File: config.mk
export PLATFORM = sky130hd
export DESIGN_NAME = rxd_top
export DESIGN_NICKNAME = d
export VERILOG_FILES = /design/src/core/rxd_pkg.sv /design/src/core/rxd_top.sv /design/src/core/rxd_evt.sv
export SDC_FILE = /design/constraint.sdc
export NUM_CORES = 1
export LEC_CHECK = 0
export BUFFER_PORTS_ARGS = -buffer_cell sky130_fd_sc_hd__buf_4
export CAP_MARGIN = 15
export CORE_ASPECT_RATIO = 1.2
export CORE_MARGIN = 2
export CORE_UTILIZATION = 39
export CTS_CLUSTER_SIZE = 16
export DETAILED_ROUTE_END_ITERATION = 10
export MAX_ROUTING_LAYER = met4
export SETUP_SLACK_MARGIN = 0.15
export SKIP_LAST_GASP = 1
export SLEW_MARGIN = 20
export SYNTH_ARGS = -nofsm -noshare
export SYNTH_HDL_FRONTEND = slang
export SYNTH_SLANG_ARGS = --single-unit
File: constraint.sdc
create_clock -name clk_i -period 4.5 [get_ports clk_i]
set_input_delay 1.35 -clock clk_i [delete_from_list [all_inputs] [get_ports clk_i]]
set_output_delay 1.35 -clock clk_i [all_outputs]
set_load 0.01 [all_outputs]
File: src/core/rxd_pkg.sv
// Constants, types and descriptor layout for the receive descriptor handler
// How it works
// RQ1 - A descriptor whose empty flag is 1 belongs to the engine and may be filled with frame data.
// RQ2 - The engine clears the empty flag when the buffer is full or the frame ended in error, and skips it until set again.
// RQ3 - Once the host sets the empty flag it leaves every field of that descriptor alone until the engine clears it.
// RQ4 - After using a descriptor with the wrap flag set, the engine goes back to the descriptor at the table base pointer.
// RQ5 - The table has no fixed size; only the wrap flag and the memory space bound it.
// RQ6 - A used buffer whose interrupt flag is 1 sets the buffer-received or frame-received event bit, which may raise the interrupt.
// RQ7 - A used buffer whose interrupt flag is 0 raises no event and no interrupt.
// RQ8 - The buffer that ends a frame, or where an error hit, gets the last-in-frame flag, plus the error bits on an error.
// RQ9 - The last buffer of a frame gets the total frame octet count in its length field.
// RQ10 - Only the buffer holding the start of a frame gets the first-in-frame flag.
// RQ11 - In promiscuous mode a frame not matched by address recognition gets the miss flag.
// RQ12 - After a descriptor whose wrap flag is 0, the engine moves to the next descriptor in the table.
package rxd_pkg;

  localparam logic [7:0]  RXD_OFF_CTRL    = 8'h00;
  localparam logic [7:0]  RXD_OFF_TBASE   = 8'h04;
  localparam logic [7:0]  RXD_OFF_BUFLEN  = 8'h08;
  localparam logic [7:0]  RXD_OFF_EVT     = 8'h0C;
  localparam logic [7:0]  RXD_OFF_MASK    = 8'h10;
  localparam logic [7:0]  RXD_OFF_CUR     = 8'h14;

  localparam int          RXD_CTRL_EN     = 0;
  localparam int          RXD_CTRL_PROM   = 1;

  localparam int          RXD_EVT_W       = 3;
  localparam int          RXD_EVT_BUF     = 0;
  localparam int          RXD_EVT_FRM     = 1;
  localparam int          RXD_EVT_BUSY    = 2;

  localparam logic [1:0]  RXD_RST_CTRL    = 2'h0;
  localparam logic [31:0] RXD_RST_TBASE   = 32'h0000_0000;
  localparam logic [15:0] RXD_RST_BUFLEN  = 16'h0600;

  localparam logic [31:0] RXD_BD_SIZE     = 32'h0000_0008;
  localparam logic [31:0] RXD_BD_PTR_OFS  = 32'h0000_0004;
  localparam int          RXD_BD_E_POS    = 31;

  typedef struct packed {
    logic lg;
    logic no;
    logic sh;
    logic cr;
    logic ov;
    logic cl;
  } rxd_err_t;

  // Upper half of descriptor word 0; the lower half is the length
  typedef struct packed {
    logic       empty;
    logic       rsv14;
    logic       wrap;
    logic       intr;
    logic       last;
    logic       first;
    logic       rsv9;
    logic       miss;
    logic [1:0] rsv7_6;
    rxd_err_t   err;
  } rxd_bd_stat_t;

  typedef struct packed {
    logic [7:0] data;
    logic       sof;
    logic       eof;
    logic       miss;
    rxd_err_t   err;
  } rxd_rx_t;

  typedef enum {
    RXD_ST_IDLE,
    RXD_ST_RD_STAT,
    RXD_ST_RD_PTR,
    RXD_ST_RECV,
    RXD_ST_WRB,
    RXD_ST_CLOSE,
    RXD_ST_DROP
  } rxd_state_t;

endpackage

File: src/core/rxd_top.sv
// Receive descriptor engine: ring walk, buffer fill, descriptor close, registers
//
// Chosen here: the register addresses and the Wishbone interface to the registers.
`timescale 1ns/1ps
module rxd_top
  import rxd_pkg::*;
#(
  parameter int LEN_W = 16
) (
  input  wire logic        clk_i,
  input  wire logic        rst_i,
  input  wire logic        wb_cyc_i,
  input  wire logic        wb_stb_i,
  input  wire logic        wb_we_i,
  input  wire logic [7:0]  wb_adr_i,
  input  wire logic [3:0]  wb_sel_i,
  input  wire logic [31:0] wb_dat_i,
  output logic      [31:0] wb_dat_o,
  output logic             wb_ack_o,
  output logic             mem_req_o,
  output logic             mem_we_o,
  output logic      [31:0] mem_adr_o,
  output logic      [3:0]  mem_sel_o,
  output logic      [31:0] mem_dat_o,
  input  wire logic [31:0] mem_dat_i,
  input  wire logic        mem_ack_i,
  input  wire logic        rx_valid_i,
  input  wire rxd_rx_t     rx_i,
  output logic             rx_ready_o,
  output logic             irq_o
);

  if (LEN_W != 16) begin : g_chk
    $error("rxd_top: LEN_W must be 16 to fit the descriptor length field");
  end

  // Register file
  logic [1:0]           ctrl_r, ctrl_nxt;
  logic [31:0]          tbase_r, tbase_nxt;
  logic [15:0]          buflen_r, buflen_nxt;
  logic                 ack_r, ack_nxt;
  logic [31:0]          rdat_r, rdat_nxt;
  logic [31:0]          lane;
  logic                 wr_go;
  logic [RXD_EVT_W-1:0] evt_clr;
  logic                 mask_we;
  logic [RXD_EVT_W-1:0] evt_stat;
  logic [RXD_EVT_W-1:0] evt_mask;
  logic [RXD_EVT_W-1:0] set_r, set_nxt;

  // Engine state
  rxd_state_t   state_r, state_nxt;
  logic [31:0]  cur_ptr_r, cur_ptr_nxt;
  logic [31:0]  buf_ptr_r, buf_ptr_nxt;
  rxd_bd_stat_t stat_r, stat_nxt;
  logic [15:0]  cnt_r, cnt_nxt;
  logic [15:0]  total_r, total_nxt;
  logic         first_r, first_nxt;
  logic         buf_first_r, buf_first_nxt;
  logic         last_r, last_nxt;
  logic         miss_r, miss_nxt;
  rxd_err_t     err_r, err_nxt;
  logic [7:0]   byte_r, byte_nxt;
  logic         ready_r, ready_nxt;
  logic         req_r, req_nxt;
  logic         we_r, we_nxt;
  logic [31:0]  adr_r, adr_nxt;
  logic [3:0]   sel_r, sel_nxt;
  logic [31:0]  dat_r, dat_nxt;
  logic         done;
  logic         take;
  rxd_bd_stat_t close_stat;
  logic [31:0]  waddr;

  assign lane    = {{8{wb_sel_i[3]}}, {8{wb_sel_i[2]}}, {8{wb_sel_i[1]}}, {8{wb_sel_i[0]}}};
  assign wr_go   = wb_cyc_i && wb_stb_i && wb_we_i && ack_r;
  assign evt_clr = (wr_go && wb_adr_i == RXD_OFF_EVT) ?
                   (wb_dat_i[RXD_EVT_W-1:0] & lane[RXD_EVT_W-1:0]) : '0;
  assign mask_we = wr_go && wb_adr_i == RXD_OFF_MASK && wb_sel_i[0];

  always_comb begin
    ctrl_nxt   = ctrl_r;
    tbase_nxt  = tbase_r;
    buflen_nxt = buflen_r;
    ack_nxt    = wb_cyc_i && wb_stb_i && !ack_r;
    rdat_nxt   = 32'h0000_0000;
    if (wr_go) begin
      if (wb_adr_i == RXD_OFF_CTRL) begin
        ctrl_nxt = (ctrl_r & ~lane[1:0]) | (wb_dat_i[1:0] & lane[1:0]);
      end else if (wb_adr_i == RXD_OFF_TBASE) begin
        tbase_nxt = (tbase_r & ~lane) | (wb_dat_i & lane);
      end else if (wb_adr_i == RXD_OFF_BUFLEN) begin
        buflen_nxt = (buflen_r & ~lane[15:0]) | (wb_dat_i[15:0] & lane[15:0]);
      end
    end
    if (ack_nxt && !wb_we_i) begin
      if (wb_adr_i == RXD_OFF_CTRL) begin
        rdat_nxt = {30'h0000_0000, ctrl_r};
      end else if (wb_adr_i == RXD_OFF_TBASE) begin
        rdat_nxt = tbase_r;
      end else if (wb_adr_i == RXD_OFF_BUFLEN) begin
        rdat_nxt = {16'h0000, buflen_r};
      end else if (wb_adr_i == RXD_OFF_EVT) begin
        rdat_nxt = {29'h0000_0000, evt_stat};
      end else if (wb_adr_i == RXD_OFF_MASK) begin
        rdat_nxt = {29'h0000_0000, evt_mask};
      end else if (wb_adr_i == RXD_OFF_CUR) begin
        rdat_nxt = cur_ptr_r;
      end
    end
  end

  always_ff @(posedge clk_i) begin
    if (rst_i) begin
      ctrl_r   <= RXD_RST_CTRL;
      tbase_r  <= RXD_RST_TBASE;
      buflen_r <= RXD_RST_BUFLEN;
      ack_r    <= 1'b0;
      rdat_r   <= 32'h0000_0000;
    end else begin
      ctrl_r   <= ctrl_nxt;
      tbase_r  <= tbase_nxt;
      buflen_r <= buflen_nxt;
      ack_r    <= ack_nxt;
      rdat_r   <= rdat_nxt;
    end
  end

  rxd_evt #(
    .W (RXD_EVT_W)
  ) u_evt (
    .clk_i     (clk_i),
    .rst_i     (rst_i),
    .set_i     (set_r),
    .clr_i     (evt_clr),
    .mask_we_i (mask_we),
    .mask_i    (wb_dat_i[RXD_EVT_W-1:0]),
    .status_o  (evt_stat),
    .mask_o    (evt_mask),
    .irq_o     (irq_o)
  );

  assign done  = req_r && mem_ack_i;
  assign take  = rx_valid_i && ready_r;
  assign waddr = buf_ptr_r + {16'h0000, cnt_r};

  // Status written back on close: ownership returns to the host
  always_comb begin
    close_stat        = stat_r;
    close_stat.empty  = 1'b0;                                  // RQ2
    close_stat.last   = last_r;                                // RQ8
    close_stat.first  = buf_first_r;                           // RQ10
    close_stat.miss   = last_r && miss_r;                      // RQ11
    close_stat.err    = last_r ? err_r : '0;                   // RQ8
  end

  always_comb begin
    state_nxt     = state_r;
    cur_ptr_nxt   = cur_ptr_r;
    buf_ptr_nxt   = buf_ptr_r;
    stat_nxt      = stat_r;
    cnt_nxt       = cnt_r;
    total_nxt     = total_r;
    first_nxt     = first_r;
    buf_first_nxt = buf_first_r;
    last_nxt      = last_r;
    miss_nxt      = miss_r;
    err_nxt       = err_r;
    byte_nxt      = byte_r;
    ready_nxt     = 1'b0;
    set_nxt       = '0;
    case (state_r)
      RXD_ST_IDLE: begin
        first_nxt = 1'b1;
        total_nxt = 16'h0000;
        last_nxt  = 1'b0;
        miss_nxt  = 1'b0;
        err_nxt   = '0;
        if (!ctrl_r[RXD_CTRL_EN]) begin
          cur_ptr_nxt = tbase_r;
        end else if (rx_valid_i) begin
          state_nxt = RXD_ST_RD_STAT;
        end
      end
      RXD_ST_RD_STAT: begin
        if (done) begin
          if (mem_dat_i[RXD_BD_E_POS]) begin
            stat_nxt  = rxd_bd_stat_t'(mem_dat_i[31:16]);      // RQ1
            state_nxt = RXD_ST_RD_PTR;
          end else begin
            set_nxt[RXD_EVT_BUSY] = 1'b1;                      // RQ2
            state_nxt = RXD_ST_DROP;
            ready_nxt = 1'b1;
          end
        end
      end
      RXD_ST_RD_PTR: begin
        if (done) begin
          buf_ptr_nxt   = mem_dat_i;
          buf_first_nxt = first_r;
          first_nxt     = 1'b0;
          cnt_nxt       = 16'h0000;
          state_nxt     = RXD_ST_RECV;
          ready_nxt     = 1'b1;
        end
      end
      RXD_ST_RECV: begin
        ready_nxt = !take;
        if (take) begin
          byte_nxt = rx_i.data;
          if (total_r == 16'h0000) begin
            miss_nxt = ctrl_r[RXD_CTRL_PROM] && rx_i.miss;     // RQ11
          end
          if (rx_i.eof) begin
            last_nxt = 1'b1;                                   // RQ8
            err_nxt  = rx_i.err;
          end
          state_nxt = RXD_ST_WRB;
        end
      end
      RXD_ST_WRB: begin
        if (done) begin
          cnt_nxt   = cnt_r + 16'h0001;
          total_nxt = total_r + 16'h0001;
          if (last_r || (cnt_r + 16'h0001) >= buflen_r) begin
            state_nxt = RXD_ST_CLOSE;
          end else begin
            state_nxt = RXD_ST_RECV;
            ready_nxt = 1'b1;
          end
        end
      end
      RXD_ST_CLOSE: begin
        if (done) begin
          if (stat_r.intr) begin                               // RQ6 RQ7
            set_nxt[RXD_EVT_FRM] = last_r;
            set_nxt[RXD_EVT_BUF] = !last_r;
          end
          // Ring length is set only by the wrap flag
          if (stat_r.wrap) begin                               // RQ5
            cur_ptr_nxt = tbase_r;                             // RQ4
          end else begin
            cur_ptr_nxt = cur_ptr_r + RXD_BD_SIZE;             // RQ12
          end
          state_nxt = last_r ? RXD_ST_IDLE : RXD_ST_RD_STAT;
        end
      end
      RXD_ST_DROP: begin
        ready_nxt = 1'b1;
        if (take && rx_i.eof) begin
          ready_nxt = 1'b0;
          state_nxt = RXD_ST_IDLE;
        end
      end
      default: begin
        state_nxt = RXD_ST_IDLE;
      end
    endcase
  end

  // Memory request; drops for at least one cycle after every ack
  always_comb begin
    req_nxt = 1'b0;
    we_nxt  = 1'b0;
    adr_nxt = 32'h0000_0000;
    sel_nxt = 4'hF;
    dat_nxt = 32'h0000_0000;
    if (!done || state_nxt != state_r) begin
      case (state_nxt)
        RXD_ST_RD_STAT: begin
          req_nxt = !done;
          adr_nxt = cur_ptr_nxt;
        end
        RXD_ST_RD_PTR: begin
          req_nxt = !done;
          adr_nxt = cur_ptr_r + RXD_BD_PTR_OFS;
        end
        RXD_ST_WRB: begin
          req_nxt = !done;
          we_nxt  = 1'b1;
          adr_nxt = {waddr[31:2], 2'b00};
          sel_nxt = 4'h1 << waddr[1:0];
          dat_nxt = {4{byte_nxt}};
        end
        RXD_ST_CLOSE: begin
          req_nxt = !done;
          we_nxt  = 1'b1;
          adr_nxt = cur_ptr_r;
          dat_nxt = {close_stat, (last_r ? total_nxt : cnt_nxt)};   // RQ9
        end
        default: begin
          req_nxt = 1'b0;
        end
      endcase
    end
  end

  always_ff @(posedge clk_i) begin
    if (rst_i) begin
      state_r     <= RXD_ST_IDLE;
      cur_ptr_r   <= RXD_RST_TBASE;
      buf_ptr_r   <= 32'h0000_0000;
      stat_r      <= '0;
      cnt_r       <= 16'h0000;
      total_r     <= 16'h0000;
      first_r     <= 1'b1;
      buf_first_r <= 1'b0;
      last_r      <= 1'b0;
      miss_r      <= 1'b0;
      err_r       <= '0;
      byte_r      <= 8'h00;
      ready_r     <= 1'b0;
      set_r       <= '0;
      req_r       <= 1'b0;
      we_r        <= 1'b0;
      adr_r       <= 32'h0000_0000;
      sel_r       <= 4'h0;
      dat_r       <= 32'h0000_0000;
    end else begin
      state_r     <= state_nxt;
      cur_ptr_r   <= cur_ptr_nxt;
      buf_ptr_r   <= buf_ptr_nxt;
      stat_r      <= stat_nxt;
      cnt_r       <= cnt_nxt;
      total_r     <= total_nxt;
      first_r     <= first_nxt;
      buf_first_r <= buf_first_nxt;
      last_r      <= last_nxt;
      miss_r      <= miss_nxt;
      err_r       <= err_nxt;
      byte_r      <= byte_nxt;
      ready_r     <= ready_nxt;
      set_r       <= set_nxt;
      req_r       <= req_nxt;
      we_r        <= we_nxt;
      adr_r       <= adr_nxt;
      sel_r       <= sel_nxt;
      dat_r       <= dat_nxt;
    end
  end

  assign wb_ack_o   = ack_r;
  assign wb_dat_o   = rdat_r;
  assign mem_req_o  = req_r;
  assign mem_we_o   = we_r;
  assign mem_adr_o  = adr_r;
  assign mem_sel_o  = sel_r;
  assign mem_dat_o  = dat_r;
  assign rx_ready_o = ready_r;

  // Status half of the word being written back, viewed field by field
  rxd_bd_stat_t dat_stat;
  assign dat_stat = rxd_bd_stat_t'(dat_r[31:16]);
endmodule // rxd_top

File: src/core/rxd_evt.sv
// Sticky event bits with write-one-to-clear, mask and level interrupt
`timescale 1ns/1ps
module rxd_evt #(
  parameter int W = 3
) (
  input  wire logic         clk_i,
  input  wire logic         rst_i,
  input  wire logic [W-1:0] set_i,
  input  wire logic [W-1:0] clr_i,
  input  wire logic         mask_we_i,
  input  wire logic [W-1:0] mask_i,
  output logic      [W-1:0] status_o,
  output logic      [W-1:0] mask_o,
  output logic              irq_o
);

  logic [W-1:0] status_r;
  logic [W-1:0] status_nxt;
  logic [W-1:0] mask_r;
  logic [W-1:0] mask_nxt;
  logic         irq_r;
  logic         irq_nxt;

  if (W < 1) begin : g_chk
    $error("rxd_evt: W must be at least 1");
  end

  // Set wins over a clear in the same cycle
  always_comb begin
    status_nxt = (status_r & ~clr_i) | set_i;
    mask_nxt   = mask_we_i ? mask_i : mask_r;
    irq_nxt    = |(status_nxt & mask_nxt);
  end

  always_ff @(posedge clk_i) begin
    if (rst_i) begin
      status_r <= '0;
      mask_r   <= '0;
      irq_r    <= 1'b0;
    end else begin
      status_r <= status_nxt;
      mask_r   <= mask_nxt;
      irq_r    <= irq_nxt;
    end
  end

  assign status_o = status_r;
  assign mask_o   = mask_r;
  assign irq_o    = irq_r;

endmodule // rxd_evt

==> flow_summary.yaml <==
synthesis:
  ys.flop_type: "dfxtp_1"
  ys_seq_area_share_pct: 40.83
  syn_area_per_cell_um2: 7.937
  ys_warn_count: 0
  yosys.area_share.xor_xnor_pct: 3.222
  synth_top_area_share_pct: 40.83
  synth_adder_area_share_pct: 3.198
  ys_async_sr_fraction_pct: 0
  synth_common_cells: "dfxtp_1, nand2_1, nor2_1"
  ys_types: 82
  synthSimpleGateAreaFrac_pct: 24.58
  synth_top_cell_by_area: "dfxtp_1"
  synth-seq-cells: 316
  synth_compound_gate_area_share_pct: 20.18
  synth_edf_count: 0
  synth_area_um2: 15490
  synthTopCellsByArea: "dfxtp_1, nand2_1, a21oi_1, nor2_1, ha_1"
  yosysMostFrequentCell: "dfxtp_1"
  synthMuxAreaShare_pct: 3.594
  syn-instance-count: 1952
  synth_top_family_by_area: "simple AND/OR/NAND/NOR gates"
setup_path:
  crit_path_top_delay_cell: "or4_4"
  crit_family: "simple AND/OR/NAND/NOR gates"
  r2r_cells: 19
  cp_num_buf_inv: 4
  startpoint: "cnt_r[3]$_SDFF_PP0_"
  r2r_start: "cnt_r[3]$_SDFF_PP0_"
  critPathLaunchType: "flop"
  cp-endpoint: "mem_dat_o[24]$_SDFF_PP0_"
  worst_setup_path_end_kind: "flop"
  path_depth: 19
  r2r-end: "mem_dat_o[24]$_SDFF_PP0_"
  ff2ff_setup_slack_ns: 0.26
  critPathMaxFanout: 10
  required_ns: 4.96
  crit_type: "flop to flop"
  cp_cell_sequence: "nand2_2, nor4_4, buf_4, and3_4, nand3_4, nor2_4, xor2_2, ha_1, nand4_1, o32ai_2, a2111oi_4, buf_4, o22a_4, or4_4, nor2_4, buf_6, buf_12, nand3_1, a21oi_1"
  max_stage_delay_ns: 0.57
  cp.arrival_ns: 4.70
cells_and_area:
  antenna_cells: 0
  drive_gt1_share_pct: 19.70
  fill_cells: 3827
  nNetsFinal: 2325
  area_growth_pct: 26.00
  seq_area_um2: 6345
  final_area_um2: 19520
  multiInputGateArea_um2: 8810
  fin_cells: 2746
clocking:
  ctsLongestPathBuffers: 3
  clk_pin_slew_ns: 0.06
  insertion_delay_ns: 0.54
  clock-sinks: 316
  ctsHoldBuffers: 0
  cts-root-buf: "clkbuf_16"
  ctsHtreeMaxLevel: 2
  numCtsBuffers: 35
  cts_tree: "yes"
die:
  dieWidth_um: 186.0
  die_h_um: 222.3
  io_pins: 205
  rows: 80
  start_util_pct: 39.29
  dieArea_um2: 41340
  core_um2: 39440
sta:
  fin_ws_ns: 0.2590
  whs_ns: 0.4455
  rsz0062_at_grt: "false"
  min_period_ns: 4.241
  finalHoldViolCount: 0
  layout_worst_path_cycle_share_pct: 94.25
  fmax_mhz: 235.8
  setup_tns_ns: 0
  skew_ns: 0.01264
  slew_viol_final: 0
  worst_pin_slew_ns: 0.9561
  setup_viol: 0
  max_slew_margin_pct: 36.26
drt:
  routedWlPerCell_um: 20.31
  via_per_inst: 5.534
  ant_nets: 0
  vias: 15200
  drcViolationCount: 0
  drt_iter0_drc: 1250
  drtPass1Iterations: 6
  totalWireLength_um: 55780
global_routing:
  grt_pass1_wl_um: 83470
  grt_pass1_vias: 14330
  track_usage_pct: 26.99
  antenna_found_initial: 0
  grt_overflow: 0
  grt_max_degree: 103
power:
  p_per_area_nw_per_um2: 301.8
  leakagePower_nw: 7.586
  max-vdd-ir-drop_v: 0.0002884
place:
  hpwl_um: 41150
  io_buffers: 203
  gp_congestion: 0.9158
  dpl_cell_area_um2: 18060
  dp_slack_ns: -0.1777
  placed_cells: 2674
run:
  drv_cap: 0
min_path:
  hold_class: "flop to flop"
run_status:
  status: "finished, final reports clean"
## worst reg2reg max path, delay by kind of cell (launching register included)
family / cells / cell delay [ns]
AOI/OAI and AO/OA: 4 / 0.84
and+or+nand+nor: 9 / 1.92
adders and majority gates: 1 / 0.31
buffers and inverters: 4 / 0.64
xor gates and xnor gates: 1 / 0.09
DFF: 1 / 0.37
## per-layer routing
layer	track usage, %	routed length (um)	vias up
met5	-	0	-
met4	10.44	2224	0
met3	3.934	3560	121
met2	43.48	26390	533
met1	33.98	23600	7163
li1	-	-	7378
## final cells by class
type                    instances  area share [%]
clock buffers                  45           5.096
clock inverters                19          0.9614
inverters                      40          0.7691
multi-input cells            1489           45.13
flip-flops and latches        316           32.50
well taps                     533           3.416
repair buffers                304           12.13
## how the worst min path moves through the flow
stage	startpoint	slack, ns	to	cells past startpoint
floorplan	close_stat[6]$_SDFFE_PP0P_	0.42	mem_dat_o[22]$_SDFF_PP0_	2
global placement	first_r$_SDFFE_PP1P_	0.44	buf_first_r$_SDFFE_PP0P_	2
detailed placement	close_stat[7]$_SDFFE_PP0P_	0.44	mem_dat_o[23]$_SDFF_PP0_	2
CTS	close_stat[7]$_SDFFE_PP0P_	0.45	mem_dat_o[23]$_SDFF_PP0_	2
global route	close_stat[6]$_SDFFE_PP0P_	0.48	mem_dat_o[22]$_SDFF_PP0_	2
finish	close_stat[6]$_SDFFE_PP0P_	0.45	mem_dat_o[22]$_SDFF_PP0_	2
## kinds of logic (layout without fill, tap and decap cells)
family | after synthesis | in the layout
AOI/OAI and AO/OA | 484 | 484
xor gates and xnor gates | 57 | 57
adders and majority gates | 39 | 39
buffers and inverters | 175 | 408
DFF | 316 | 316
muxes | 54 | 54
other | 1 | 29
and+or+nand+nor | 826 | 826
## where the power goes
group / internal (mW) / switching, mW
combinational: 0.0667 / 0.0758
sequential: 2.81 / 0.00472
clock: 1.70 / 1.23
## timing repair
item / in CTS / in global routing
buffers inserted: 1 / 7
endpoints found under the setup margin: 64 / 64
cloned: 0 / 0
gates resized for setup: 14 / 34
pin swaps: 6 / 13
## per-stage QoR
step,total power [mW],utilization [%]
6_report,5.891,49.50
5_1_grt,6.063,49.50
4_1_cts,5.950,49.00
3_3_place_gp,3.021,45.79
2_1_floorplan,2.925,-
3_5_place_dp,3.023,45.79
## cells in the final DEF, fill, tap and decap left out, types with 16 or more instances in the layout
cell       synthesis  layout
a21o_1            18      18
a21oi_1          162     161
a222oi_1          16      16
a22oi_1           37      37
a31oi_1           23      21
buf_4              0     293
clkbuf_16          0      36
conb_1             1      29
dfxtp_1          316     309
ha_1              38      37
inv_1             39      39
mux2i_1           44      44
nand2_1          289     286
nand3_1           94      91
nand4_1           28      28
nor2_1           216     214
nor2b_1           36      36
nor3_1            48      46
o21ai_0           77      75
o21ai_1           19      19
or3_1             17      17
xnor2_1           28      27
xor2_1            29      27
(Power assumes the default switching activity.)
